### src/shared/dsm_defs.svh
// offsets, bit positions and reset value of the modulator control register
// assumes inclusion by bare name from design and bench files
`ifndef DSM_DEFS_SVH
`define DSM_DEFS_SVH
`define DSM_ADDR_W 4
`define DSM_CTRL_ADDR 4'h0
`define DSM_SEL_ADDR 4'h1
`define DSM_BIT_EN 7
`define DSM_BIT_OE 6
`define DSM_BIT_SLR 5
`define DSM_BIT_POL 4
`define DSM_BIT_OUT 3
`define DSM_BIT_SWMOD 0
`define DSM_CTRL_RESET 8'h20
`define DSM_CTRL_WMASK 8'hF1
`define DSM_SEL_RESET 8'h00
`endif

### src/shared/dsm_pkg.sv
// types shared by the modulator control block
// assumes nothing of its surroundings
package dsm_pkg;
  typedef logic [7:0] dsm_byte_t;
  typedef enum logic [1:0] {DSM_SRC_GND, DSM_SRC_EXT_A, DSM_SRC_EXT_B, DSM_SRC_SPARE} dsm_src_t;
endpackage

### src/logic/dsm_ctrl.sv
// data signal modulator control register, source gating and output pin
// assumes a single-cycle strobe bus master on sys_clk and synchronous inputs
//
// Chosen here: strobed register access and the register offsets.
`include "dsm_defs.svh"
module dsm_ctrl (
  input wire logic sys_clk,
  input wire logic rst,
  input wire logic [`DSM_ADDR_W-1:0] addr,
  input wire logic [7:0] wdata,
  input wire logic wr,
  input wire logic rd,
  output logic [7:0] rdata,
  input wire logic ext_mod_a,
  input wire logic ext_mod_b,
  input wire logic ext_car_a,
  input wire logic ext_car_b,
  output logic modulated_pin,
  output logic slew_limit
);
  dsm_pkg::dsm_byte_t modulator_control;
  dsm_pkg::dsm_byte_t source_select;
  logic live_output_value;
  wire logic mixed;
  wire logic pin_out;
  wire logic module_enable_bit;
  wire logic pin_output_enable;
  wire logic slew_limit_bit;
  wire logic output_invert_bit;
  wire logic software_modulation_bit;
  wire logic hit_ctrl;
  wire logic hit_sel;
  wire dsm_pkg::dsm_src_t mod_src;
  wire dsm_pkg::dsm_src_t high_carrier_src;
  wire dsm_pkg::dsm_src_t low_carrier_src;
  wire logic sel_mod;
  wire logic sel_high_carrier;
  wire logic sel_low_carrier;
  wire logic eff_mod;
  wire logic eff_high_carrier;
  wire logic eff_low_carrier;
  wire dsm_pkg::dsm_byte_t ctrl_view;
  wire dsm_pkg::dsm_byte_t next_rdata;

  assign module_enable_bit = modulator_control[`DSM_BIT_EN];
  assign pin_output_enable = modulator_control[`DSM_BIT_OE];
  assign slew_limit_bit = modulator_control[`DSM_BIT_SLR];
  assign output_invert_bit = modulator_control[`DSM_BIT_POL];
  assign software_modulation_bit = modulator_control[`DSM_BIT_SWMOD];
  assign hit_ctrl = (addr == `DSM_CTRL_ADDR);
  assign hit_sel = (addr == `DSM_SEL_ADDR);

  // source select: [1:0] modulation, [3:2] high carrier, [5:4] low carrier
  assign mod_src = dsm_pkg::dsm_src_t'(source_select[1:0]);
  assign high_carrier_src = dsm_pkg::dsm_src_t'(source_select[3:2]);
  assign low_carrier_src = dsm_pkg::dsm_src_t'(source_select[5:4]);
  // ground source on the modulation select picks the software bit
  assign sel_mod = (mod_src == dsm_pkg::DSM_SRC_EXT_A) ? ext_mod_a :
                   (mod_src == dsm_pkg::DSM_SRC_EXT_B) ? ext_mod_b : software_modulation_bit;
  assign sel_high_carrier = (high_carrier_src == dsm_pkg::DSM_SRC_EXT_A) ? ext_car_a :
                    (high_carrier_src == dsm_pkg::DSM_SRC_EXT_B) ? ext_car_b : 1'b0;
  assign sel_low_carrier = (low_carrier_src == dsm_pkg::DSM_SRC_EXT_A) ? ext_car_a :
                    (low_carrier_src == dsm_pkg::DSM_SRC_EXT_B) ? ext_car_b : 1'b0;
  // disable only overrides the path; stored selections are left alone
  assign eff_mod = module_enable_bit ? sel_mod : software_modulation_bit;
  assign eff_high_carrier = module_enable_bit & sel_high_carrier;
  assign eff_low_carrier = module_enable_bit & sel_low_carrier;

  dsm_mixer u_mixer (
    .sys_clk(sys_clk),
    .rst(rst),
    .enable(module_enable_bit),
    .modulation(eff_mod),
    .carrier_high(eff_high_carrier),
    .carrier_low(eff_low_carrier),
    .pin_oe(pin_output_enable),
    .invert(output_invert_bit),
    .mixed(mixed),
    .pin_out(pin_out)
  );

  // bits 2:1 always zero, bit 3 replaced by the sampled output
  assign ctrl_view = {modulator_control[7:4], live_output_value, 2'b00, modulator_control[0]};
  assign next_rdata = !rd ? 8'h00 :
                      hit_ctrl ? ctrl_view :
                      hit_sel ? source_select : 8'h00;

  always_ff @(posedge sys_clk)
  begin
    if (rst)
    begin
      modulator_control <= `DSM_CTRL_RESET;
      source_select <= `DSM_SEL_RESET;
    end
    else if (wr && hit_ctrl)
    begin
      modulator_control <= wdata & `DSM_CTRL_WMASK;
    end
    else if (wr && hit_sel)
    begin
      source_select <= {2'b00, wdata[5:0]};
    end
  end

  // fast modulation can alias here; this view is only a clock-rate snapshot
  always_ff @(posedge sys_clk)
  begin
    if (rst)
    begin
      live_output_value <= 1'b0;
      rdata <= 8'h00;
      modulated_pin <= 1'b0;
      slew_limit <= 1'b1;
    end
    else
    begin
      live_output_value <= mixed;
      rdata <= next_rdata;
      modulated_pin <= pin_out;
      slew_limit <= slew_limit_bit;
    end
  end
endmodule

### src/logic/dsm_mixer.sv
// modulator mixing path: carrier choice, AND, enable gating, polarity
// assumes synchronous inputs on sys_clk; output is registered
`include "dsm_defs.svh"
module dsm_mixer (
  input wire logic sys_clk,
  input wire logic rst,
  input wire logic enable,
  input wire logic modulation,
  input wire logic carrier_high,
  input wire logic carrier_low,
  input wire logic pin_oe,
  input wire logic invert,
  output logic mixed,
  output logic pin_out
);
  wire logic chosen_carrier;
  wire logic next_mixed;
  wire logic next_pin_out;
  assign chosen_carrier = modulation ? carrier_high : carrier_low;
  assign next_mixed = enable & modulation & chosen_carrier;
  // inversion applies only while the pin is enabled, so a disabled pin stays low
  assign next_pin_out = pin_oe & (next_mixed ^ invert);
  always_ff @(posedge sys_clk)
  begin
    if (rst)
    begin
      mixed <= 1'b0;
      pin_out <= 1'b0;
    end
    else
    begin
      mixed <= next_mixed;
      pin_out <= next_pin_out;
    end
  end
endmodule

### config.mk
export PLATFORM = sky130hd
export DESIGN_NAME = dsm_ctrl
export DESIGN_NICKNAME = d
export VERILOG_FILES = /design/src/shared/dsm_pkg.sv /design/src/logic/dsm_ctrl.sv /design/src/logic/dsm_mixer.sv
export VERILOG_INCLUDE_DIRS = /design/src /design/src/shared
export SDC_FILE = /design/constraint.sdc
export NUM_CORES = 1
export LEC_CHECK = 0
export ABC_AREA = 1
export BUFFER_PORTS_ARGS = -buffer_cell sky130_fd_sc_hd__buf_4
export CORE_MARGIN = 8
export CORE_UTILIZATION = 57
export CTS_BUF_LIST = sky130_fd_sc_hd__clkbuf_8
export CTS_CLUSTER_DIAMETER = 200
export CTS_CLUSTER_SIZE = 10
export DETAILED_ROUTE_END_ITERATION = 12
export GPL_ROUTABILITY_DRIVEN = 0
export PLACE_DENSITY = 0.86
export SYNTH_ARGS = -nofsm -noshare
export SYNTH_HDL_FRONTEND = slang
export SYNTH_HIERARCHICAL = 1
export SYNTH_SLANG_ARGS = --single-unit
### constraint.sdc
create_clock -name sys_clk -period 2.3 [get_ports sys_clk]
set_input_delay 0.115 -clock sys_clk [delete_from_list [all_inputs] [get_ports sys_clk]]
set_output_delay 0.115 -clock sys_clk [all_outputs]
set_load 0.01 [all_outputs]
Word-level counts from Yosys, hierarchy flattened
Index checks and enable logic that the tools add are counted.
{ "word_totals": {"regBits": 24, "latchBits": 0, "ramBits": 0, "romBits": 0, "input_bits": 20, "output_inout_bits": 10, "word_cells": 41, "memories": 0} }
{ "classes": {"n_addsub": 0, "mul": 0, "div_mod_pow": 0, "n_lt_le_gt_ge": 0, "n_eq_ne": 7, "shifts": 0, "n_mux": 10, "n_bitwise": 9, "n_reduce_logical": 6} }
{ "ops": {"columns": ["operator", "count"], "rows": [
  ["$mux 1", 8],
  ["$mux 8", 1],
  ["$eq 2x1->1 const B", 3],
  ["$eq 2x2->1 const B", 3],
  ["$mux 6", 1],
  ["$and 1x1->1", 5],
  ["$eq 4x1->1 const B", 1],
  ["$logic_not 4->1", 1],
  ["$reduce_or 4->1", 1],
  ["$not 1->1", 3],
  ["$logic_and 1x1->1", 2],
  ["$reduce_and 2->1", 1],
  ["$reduce_or 2->1", 1],
  ["$xor 1x1->1", 1]
]} }

Logic depth before layout (Yosys ltp)
Gate-level depths: netlist of run 1.
{ "logic_depth": {"ltp_word": 8, "ltp_mapped": 9, "depth_no_buf": 9} }

Cells and area by module
The synthesis of run 1 kept the hierarchy.
{ "by_module_without_submodules": {"columns": ["module", "instances", "cells_per_inst", "area_each_um2", "seq_area_each_um2"], "rows": [
  ["dsm_ctrl", 1, 140, 1006.0, 440.4],
  ["dsm_mixer", 1, 11, 80.1, 40.0]
]} }

Worst setup path before layout of run 1
Ideal clock, no wire load.
{ "synth_path": {"path_kind": "flip-flop to flip-flop", "from": "register source_select[0]", "to": "register u_mixer.pin_out", "setup_ps": 110, "arrival_time_ps": 872, "path_slack_ps": 1318, "stages_incl_launch_ff": 10, "path_buffers": 0, "period_less_slack_ps": 982, "cell_sequence": "dfxtp_1 inv_1 nand3_1 nand2_1 nand2_1 nand3_1 nand3_1 nand2_1 nand2_1 nor2_2"} }
{ "synth_between": {"elab_chain_cells": 8, "word_cells_on_any_way": 10} }
{ "synth_lines": {"columns": ["item", "line", "source"], "rows": [
  ["from (decl)", "dsm_ctrl.sv:22", "dsm_pkg::dsm_byte_t source_select;"],
  ["from (signal assigned)", "dsm_ctrl.sv:93", "source_select <= `DSM_SEL_RESET;"],
  ["from (signal assigned)", "dsm_ctrl.sv:101", "source_select <= {2'b00, wdata[5:0]};"],
  ["$eq 2x2->1", "dsm_ctrl.sv:59", "(mod_src == dsm_pkg::DSM_SRC_EXT_B) ? ext_mod_b : software_modulation_bit;"],
  ["$mux 1", "dsm_ctrl.sv:59", null],
  ["$mux 1 (*)", "dsm_ctrl.sv:58", "assign sel_mod = (mod_src == dsm_pkg::DSM_SRC_EXT_A) ? ext_mod_a :"],
  ["$mux 1 (*)", "dsm_ctrl.sv:65", "assign eff_mod = module_enable_bit ? sel_mod : software_modulation_bit;"],
  ["named net eff_mod", "dsm_ctrl.sv:39", "wire logic eff_mod;"],
  ["$and 1x1->1 or $mux 1 (tied branches)", "dsm_mixer.sv:20, dsm_mixer.sv:19", null],
  ["$and 1x1->1 (*)", "dsm_mixer.sv:20", "assign next_mixed = enable & modulation & chosen_carrier;"],
  ["$xor 1x1->1 (*)", "dsm_mixer.sv:22", "assign next_pin_out = pin_oe & (next_mixed ^ invert);"],
  ["$and 1x1->1 (*)", "dsm_mixer.sv:22", null],
  ["to (signal assigned)", "dsm_mixer.sv:33", "pin_out <= next_pin_out;"],
  ["to (decl)", "dsm_mixer.sv:14", "output logic pin_out"]
]} }
Mark *: on every way through the listed nets, which the timed path passes. The rest lies on a longest branch.
A chain may end at the register's enable or synchronous reset.

Final worst setup path of run 1
{ "layout_path": {"from": "register source_select[3]", "to": "register u_mixer.pin_out"} }
{ "layout_between": {"elab_chain_cells": 8, "word_cells_on_any_way": 9} }
{ "layout_lines": {"columns": ["item", "line", "source"], "rows": [
  ["$eq 2x2->1", "dsm_ctrl.sv:61", "(high_carrier_src == dsm_pkg::DSM_SRC_EXT_B) ? ext_car_b : 1'b0;"],
  ["$mux 1", "dsm_ctrl.sv:61", null],
  ["$mux 1 (*)", "dsm_ctrl.sv:60", "assign sel_high_carrier = (high_carrier_src == dsm_pkg::DSM_SRC_EXT_A) ? ext_car_a :"],
  ["$and 1x1->1 (*)", "dsm_ctrl.sv:66", "assign eff_high_carrier = module_enable_bit & sel_high_carrier;"],
  ["named net eff_high_carrier", "dsm_ctrl.sv:40", "wire logic eff_high_carrier;"],
  ["$mux 1 (*)", "dsm_mixer.sv:19", "assign chosen_carrier = modulation ? carrier_high : carrier_low;"],
  ["$and 1x1->1 (*)", "dsm_mixer.sv:20", null],
  ["$xor 1x1->1 (*)", "dsm_mixer.sv:22", null],
  ["$and 1x1->1 (*)", "dsm_mixer.sv:22", null]
]} }
Marks and branches as above.

==> results_dict.tcl, run 1 <==
set metrics [dict create \
    status "completed" \
    post_drt_wl_per_cell_um 11.6 \
    diodes 0 \
    max-vdd-ir-drop_v 0.000283 \
    ios 30 \
    netSwitchingFraction_pct 21.9 \
    rows 15 \
    slew_violations 0 \
    rrSetupSlack_ps 1160 \
    synth-warning-count 6 \
    cp-start-kind "flip-flop" \
    vias_per_cell 4.89 \
    rsz0062_at_grt "false" \
    grt_max_degree 16 \
    fin_crit_ps 1140 \
    drive_gt1_share_pct 24.9 \
    relSlewSlack_pct 75.3 \
    worstReg2RegEnd "u_mixer/pin_out" \
    design.core.area_um2 1750 \
    setup_viol 0 \
    cts_tree "built" \
    clockRootBuffer "clkbuf_8" \
    route.antenna.remaining_nets 0 \
    cp_slowest_cell "dfxtp_1" \
    fp.dieH_um 59.3 \
    vias 987 \
    end_kind "flip-flop" \
    numPortBuffers 29 \
    r2r_cells 7 \
    clk_latency_ps 250 \
    seqCellArea_um2 480 \
    drc 0 \
    hold_violations 0 \
    leakagePower_nw 0.650 \
    clockBufferDepth 2 \
    switchingPower_mw 0.160 \
    syn-cell-area_um2 1070 \
    cts_max_level 1 \
    cp_data_required_time_ps 2490 \
    cap_violations 0 \
    nets 199 \
    synth_nets 168 \
    clock_skew_ps 3.07 \
    tightest_slew_ps 369 \
    grt_pass1_wl_mm 4.11 \
    p_comb_share_pct 10.8 \
    grtUsageTotal_pct 14.8 \
    die-area_um2 3520 \
    drt_iter0_drc 24 \
    fmax_mhz 876 \
    clkPwrFrac_pct 31.4 \
    avgSynthCellArea_um2 7.24 \
    start_util_pct 61.4 \
    hold_path_class "input pin to flip-flop" \
    die_w_um 59.3 \
    grt.overflow.total 0 \
    cts-buffers-inserted 3 \
    clk_pin_slew_ps 70 \
    p_seq_share_pct 57.8 \
    powerDensity_nw_per_um2 544 \
    final_util_pct 77.1 \
    min_period_over_period_pct 49.7 \
    intPower_mw 0.572 \
    tns_ps 0 \
    worstPathArrival_ps 1330 \
    antenna_found_initial 0 \
    cts_resized 0 \
    critical_path.max_fanout 3 \
    grt_pass1_vias 1002 \
    min_path_cells 2 \
    syn_inst 148 \
    syn2layout_area_growth_pct 25.6 \
    dr.pass1.iters 4 \
    cts_setup_buffers 0 \
    critPathKind "flip-flop to flip-flop" \
    cpPeakStageDelay_ps 330 \
    r2r_start "source_select[3]" \
    worstPathCellList "inv_1, nand3_1, a21oi_1, nand3_1, nand2_1, nand2_1, nor2_2" \
    multi_input_area_um2 439 \
    worstHoldStart "rst" \
    routed_wl_mm 2.34 \
    clock_sinks 24 \
    fill_cells 154 \
    timing.hold.worst_endpoint "live_output_value" \
    ctsHoldBuffers 0 \
    dp_hpwl_mm 1.83 \
]
## layout make-up
class,instances,area share (%)
inverter,36,10.0
clock buffer,3,3.07
sequential,24,35.7
multi-input combinational,85,32.7
timing repair buffer,29,16.2
tap,25,2.33
## worst max-delay path, delay by kind of cell (launching register included)
family,cells,cell delay (ps)
flops,1,330
buf+inv,1,100
simple gates,5,430
compound gates,1,230
## registers in the layout, summed over array words and instances, names as in the netlist
name,cells
slew_limit,1
source_select,6
modulator_control,5
rdata,8
u_mixer/pin_out,1
u_mixer/mixed,1
modulated_pin,1
live_output_value,1
## routing by layer
layer  wire length, um  GRT usage, %  vias up
met4                27          9.56        0
met3               162          1.74        2
met5                 0             0        -
met1               963          15.9      448
met2              1190          26.3       31
li1                  -             -      506
## worst max-delay path by stage
stage | start | to | slack (ps) | depth (start not counted)
2_1_floorplan | source_select[0] | u_mixer/pin_out | 1320 | 9
3_3_place_gp | rst | rdata[4] | 1230 | 6
3_5_place_dp | rst | rdata[4] | 1150 | 6
4_1_cts | source_select[3] | u_mixer/pin_out | 1190 | 7
5_1_grt | source_select[2] | u_mixer/pin_out | 1030 | 7
6_report | source_select[3] | u_mixer/pin_out | 1160 | 7
## placed cells by master (no fill, tap or decap)
| master | instances |
|---|---|
| nand3_4 | 1 |
| o21ai_0 | 5 |
| nor2_2 | 1 |
| nor2_8 | 1 |
| nand4_1 | 12 |
| nand2_2 | 1 |
| nor2_1 | 17 |
| nand3_1 | 7 |
| buf_4 | 29 |
| clkbuf_8 | 3 |
| a21oi_1 | 2 |
| nand3_2 | 2 |
| inv_1 | 34 |
| dfxtp_1 | 24 |
| nand2_1 | 32 |
| inv_2 | 2 |
| or2_2 | 1 |
| nor2_4 | 3 |
## power groups by stage
stage / logic (mW) / registers [mW] / clock network, mW
3_5_place_dp: 0.0787 / 0.432 / 0
4_1_cts: 0.0792 / 0.423 / 0.232
5_1_grt: 0.0877 / 0.423 / 0.254
2_1_floorplan: 0.0416 / 0.432 / 0
6_report: 0.0792 / 0.423 / 0.230
3_3_place_gp: 0.0759 / 0.432 / 0
## stage by stage
step | setup WS (ps) | instance area [um2] | total power, mW | hold slack [ps] | instances
after floorplan | 1320 | 1070 | 0.474 | 186 | 148
after detailed placement | 1150 | 1300 | 0.511 | 320 | 199
after CTS | 1190 | 1350 | 0.734 | 49.0 | 202
final | 1160 | 1350 | 0.732 | 55.4 | 202
after global routing | 1030 | 1350 | 0.765 | 58.3 | 202
after global placement | 1230 | 1300 | 0.508 | 319 | 199
Note: power is estimated with default switching activity, not from simulation.
==> inputs of run 2 (changes only) <==
- CORE_UTILIZATION: 57 -> 48
- PLACE_DENSITY: 0.86 -> 0.77
- clock period: 2.3 -> 0.95 ns (I/O delays scaled with it)
==> results_dict.tcl, run 2 (synthesis gave the netlist of run 1 again) <==
set metrics [dict create \
    status "finished, violations left" \
    violations "setup timing" \
    design.core.area_um2 2170 \
    clk_latency_ps 260 \
    cp_data_required_time_ps 1120 \
    cts-buffers-inserted 3 \
    cp-start-kind "flip-flop" \
    hold_ws_ps 10.0 \
    grt.overflow.total 0 \
    post_drt_wl_per_cell_um 11.9 \
    relSlewSlack_pct 76.9 \
    clockBufferDepth 2 \
    final_cell_mix "buf_4, inv_1, nand2_1" \
    rows 17 \
    fp.dieH_um 63.2 \
    grt_pass1_wl_mm 4.22 \
    end_kind "flip-flop" \
    cts_max_level 1 \
    vias_per_cell 4.71 \
    drive_gt1_share_pct 36.1 \
    clock_sinks 24 \
    powerDensity_nw_per_um2 1270 \
    die-area_um2 4000 \
    drt_iter0_drc 24 \
    grt_pass1_vias 1066 \
    antenna_found_initial 0 \
    nets 212 \
    top_regs "rdata x8, source_select x6, modulator_control x5" \
    numPortBuffers 29 \
    clk_pin_slew_ps 80 \
    cts_tree "built" \
    critPathKind "flip-flop to flip-flop" \
    clock_skew_ps 2.56 \
    hold_violations 0 \
    grt_max_degree 14 \
    syn2layout_area_growth_pct 40.8 \
    setup_viol 1 \
    multi_input_area_um2 470 \
    layout_setup_ws_ps -101 \
    fill_cells 197 \
    die_w_um 63.2 \
    dp_hpwl_mm 1.93 \
    cap_violations 0 \
    min_period_over_period_pct 111 \
    clockRootBuffer "clkbuf_8" \
    top_register "rdata" \
    vias 1032 \
    leakagePower_nw 0.729 \
    route.antenna.remaining_nets 0 \
    final_util_pct 69.5 \
    worstPathArrival_ps 1220 \
    start_util_pct 49.4 \
    routed_wl_mm 2.61 \
    hold_path_class "input pin to flip-flop" \
    largest_register_ffs 8 \
    fin_crit_ps 1050 \
    drc 0 \
    grtUsageTotal_pct 12.8 \
    diodes 0 \
    slew_violations 0 \
    max-vdd-ir-drop_v 0.000873 \
    final_common_cell "buf_4" \
    fmax_mhz 951 \
    seqCellArea_um2 489 \
    tightest_slew_ps 346 \
    dr.pass1.iters 4 \
    rsz0062_at_grt "true" \
    ios 30 \
    critical_path.max_fanout 4 \
]
run 2: cell types whose count changed in the layout (fill, tap and decap cells not counted), sizes merged:
cell / change
buf: +12
clkbuf: +1
dlygate4sd3: +1
run 2: stage by stage:
step	instances	TNS (ps)	instance area, um2	setup WS (ps)	power (mW)
6_report	219	-101	1510	-101	1.91
3_5_place_dp	213	-196	1390	-120	1.26
3_3_place_gp	213	-50.4	1390	-24.7	1.25
2_1_floorplan	148	0	1070	1.28	1.15
5_1_grt	219	-260	1510	-197	1.99
4_1_cts	218	-69.8	1490	-69.8	1.94
run 2: critical path, cell delays in order, from the launching register on:
cell     delay, ps
dfxtp_4        370
inv_4           50
a21oi_2        160
o21ai_2         80
nand3_2         80
nand4_1         90
nand2_1         90
nor2_2          30
run 2: worst paths after layout:
kind | slack, ps | end | startpoint | cells past startpoint
max | -100 | u_mixer/pin_out | source_select[1] | 7
min | 10 | slew_limit | rst | 2
max reg2reg | -100 | u_mixer/pin_out | source_select[1] | 7
min reg2reg | 420 | live_output_value | u_mixer/mixed | 2
run 2: report_power, final:
group	leakage [nW]	internal [mW]	switching (mW)	total, mW
Combinational	0.504	0.107	0.116	0.223
Clock	0.0288	0.369	0.301	0.671
Sequential	0.196	1.01	0.00846	1.02
Total	0.729	1.49	0.426	1.91
run 2: timing repair:
action | 4_1_cts | 5_1_grt
endpoints found under the hold margin | 3 | 0
hold buffers | 1 | 0
resized for setup | 11 | 5
buffers inserted | 0 | 1
setup endpoints to repair | 2 | 2
pin swaps | 6 | 5
run 2: final cells by class:
class / count / area share (%)
clock buffer: 4 / 3.65
inverter: 36 / 9.29
multi-input combinational: 85 / 31.2
sequential: 24 / 32.4
tap: 28 / 2.32
timing repair buffer: 42 / 21.1
run 2: layer usage:
metal	routed length [um]	part of all wire (%)	track usage, %
met3	144	5.5	3.53
met5	0	0	0
met4	71	2.7	8.64
met2	1370	52	23.7
met1	1020	39	12.0
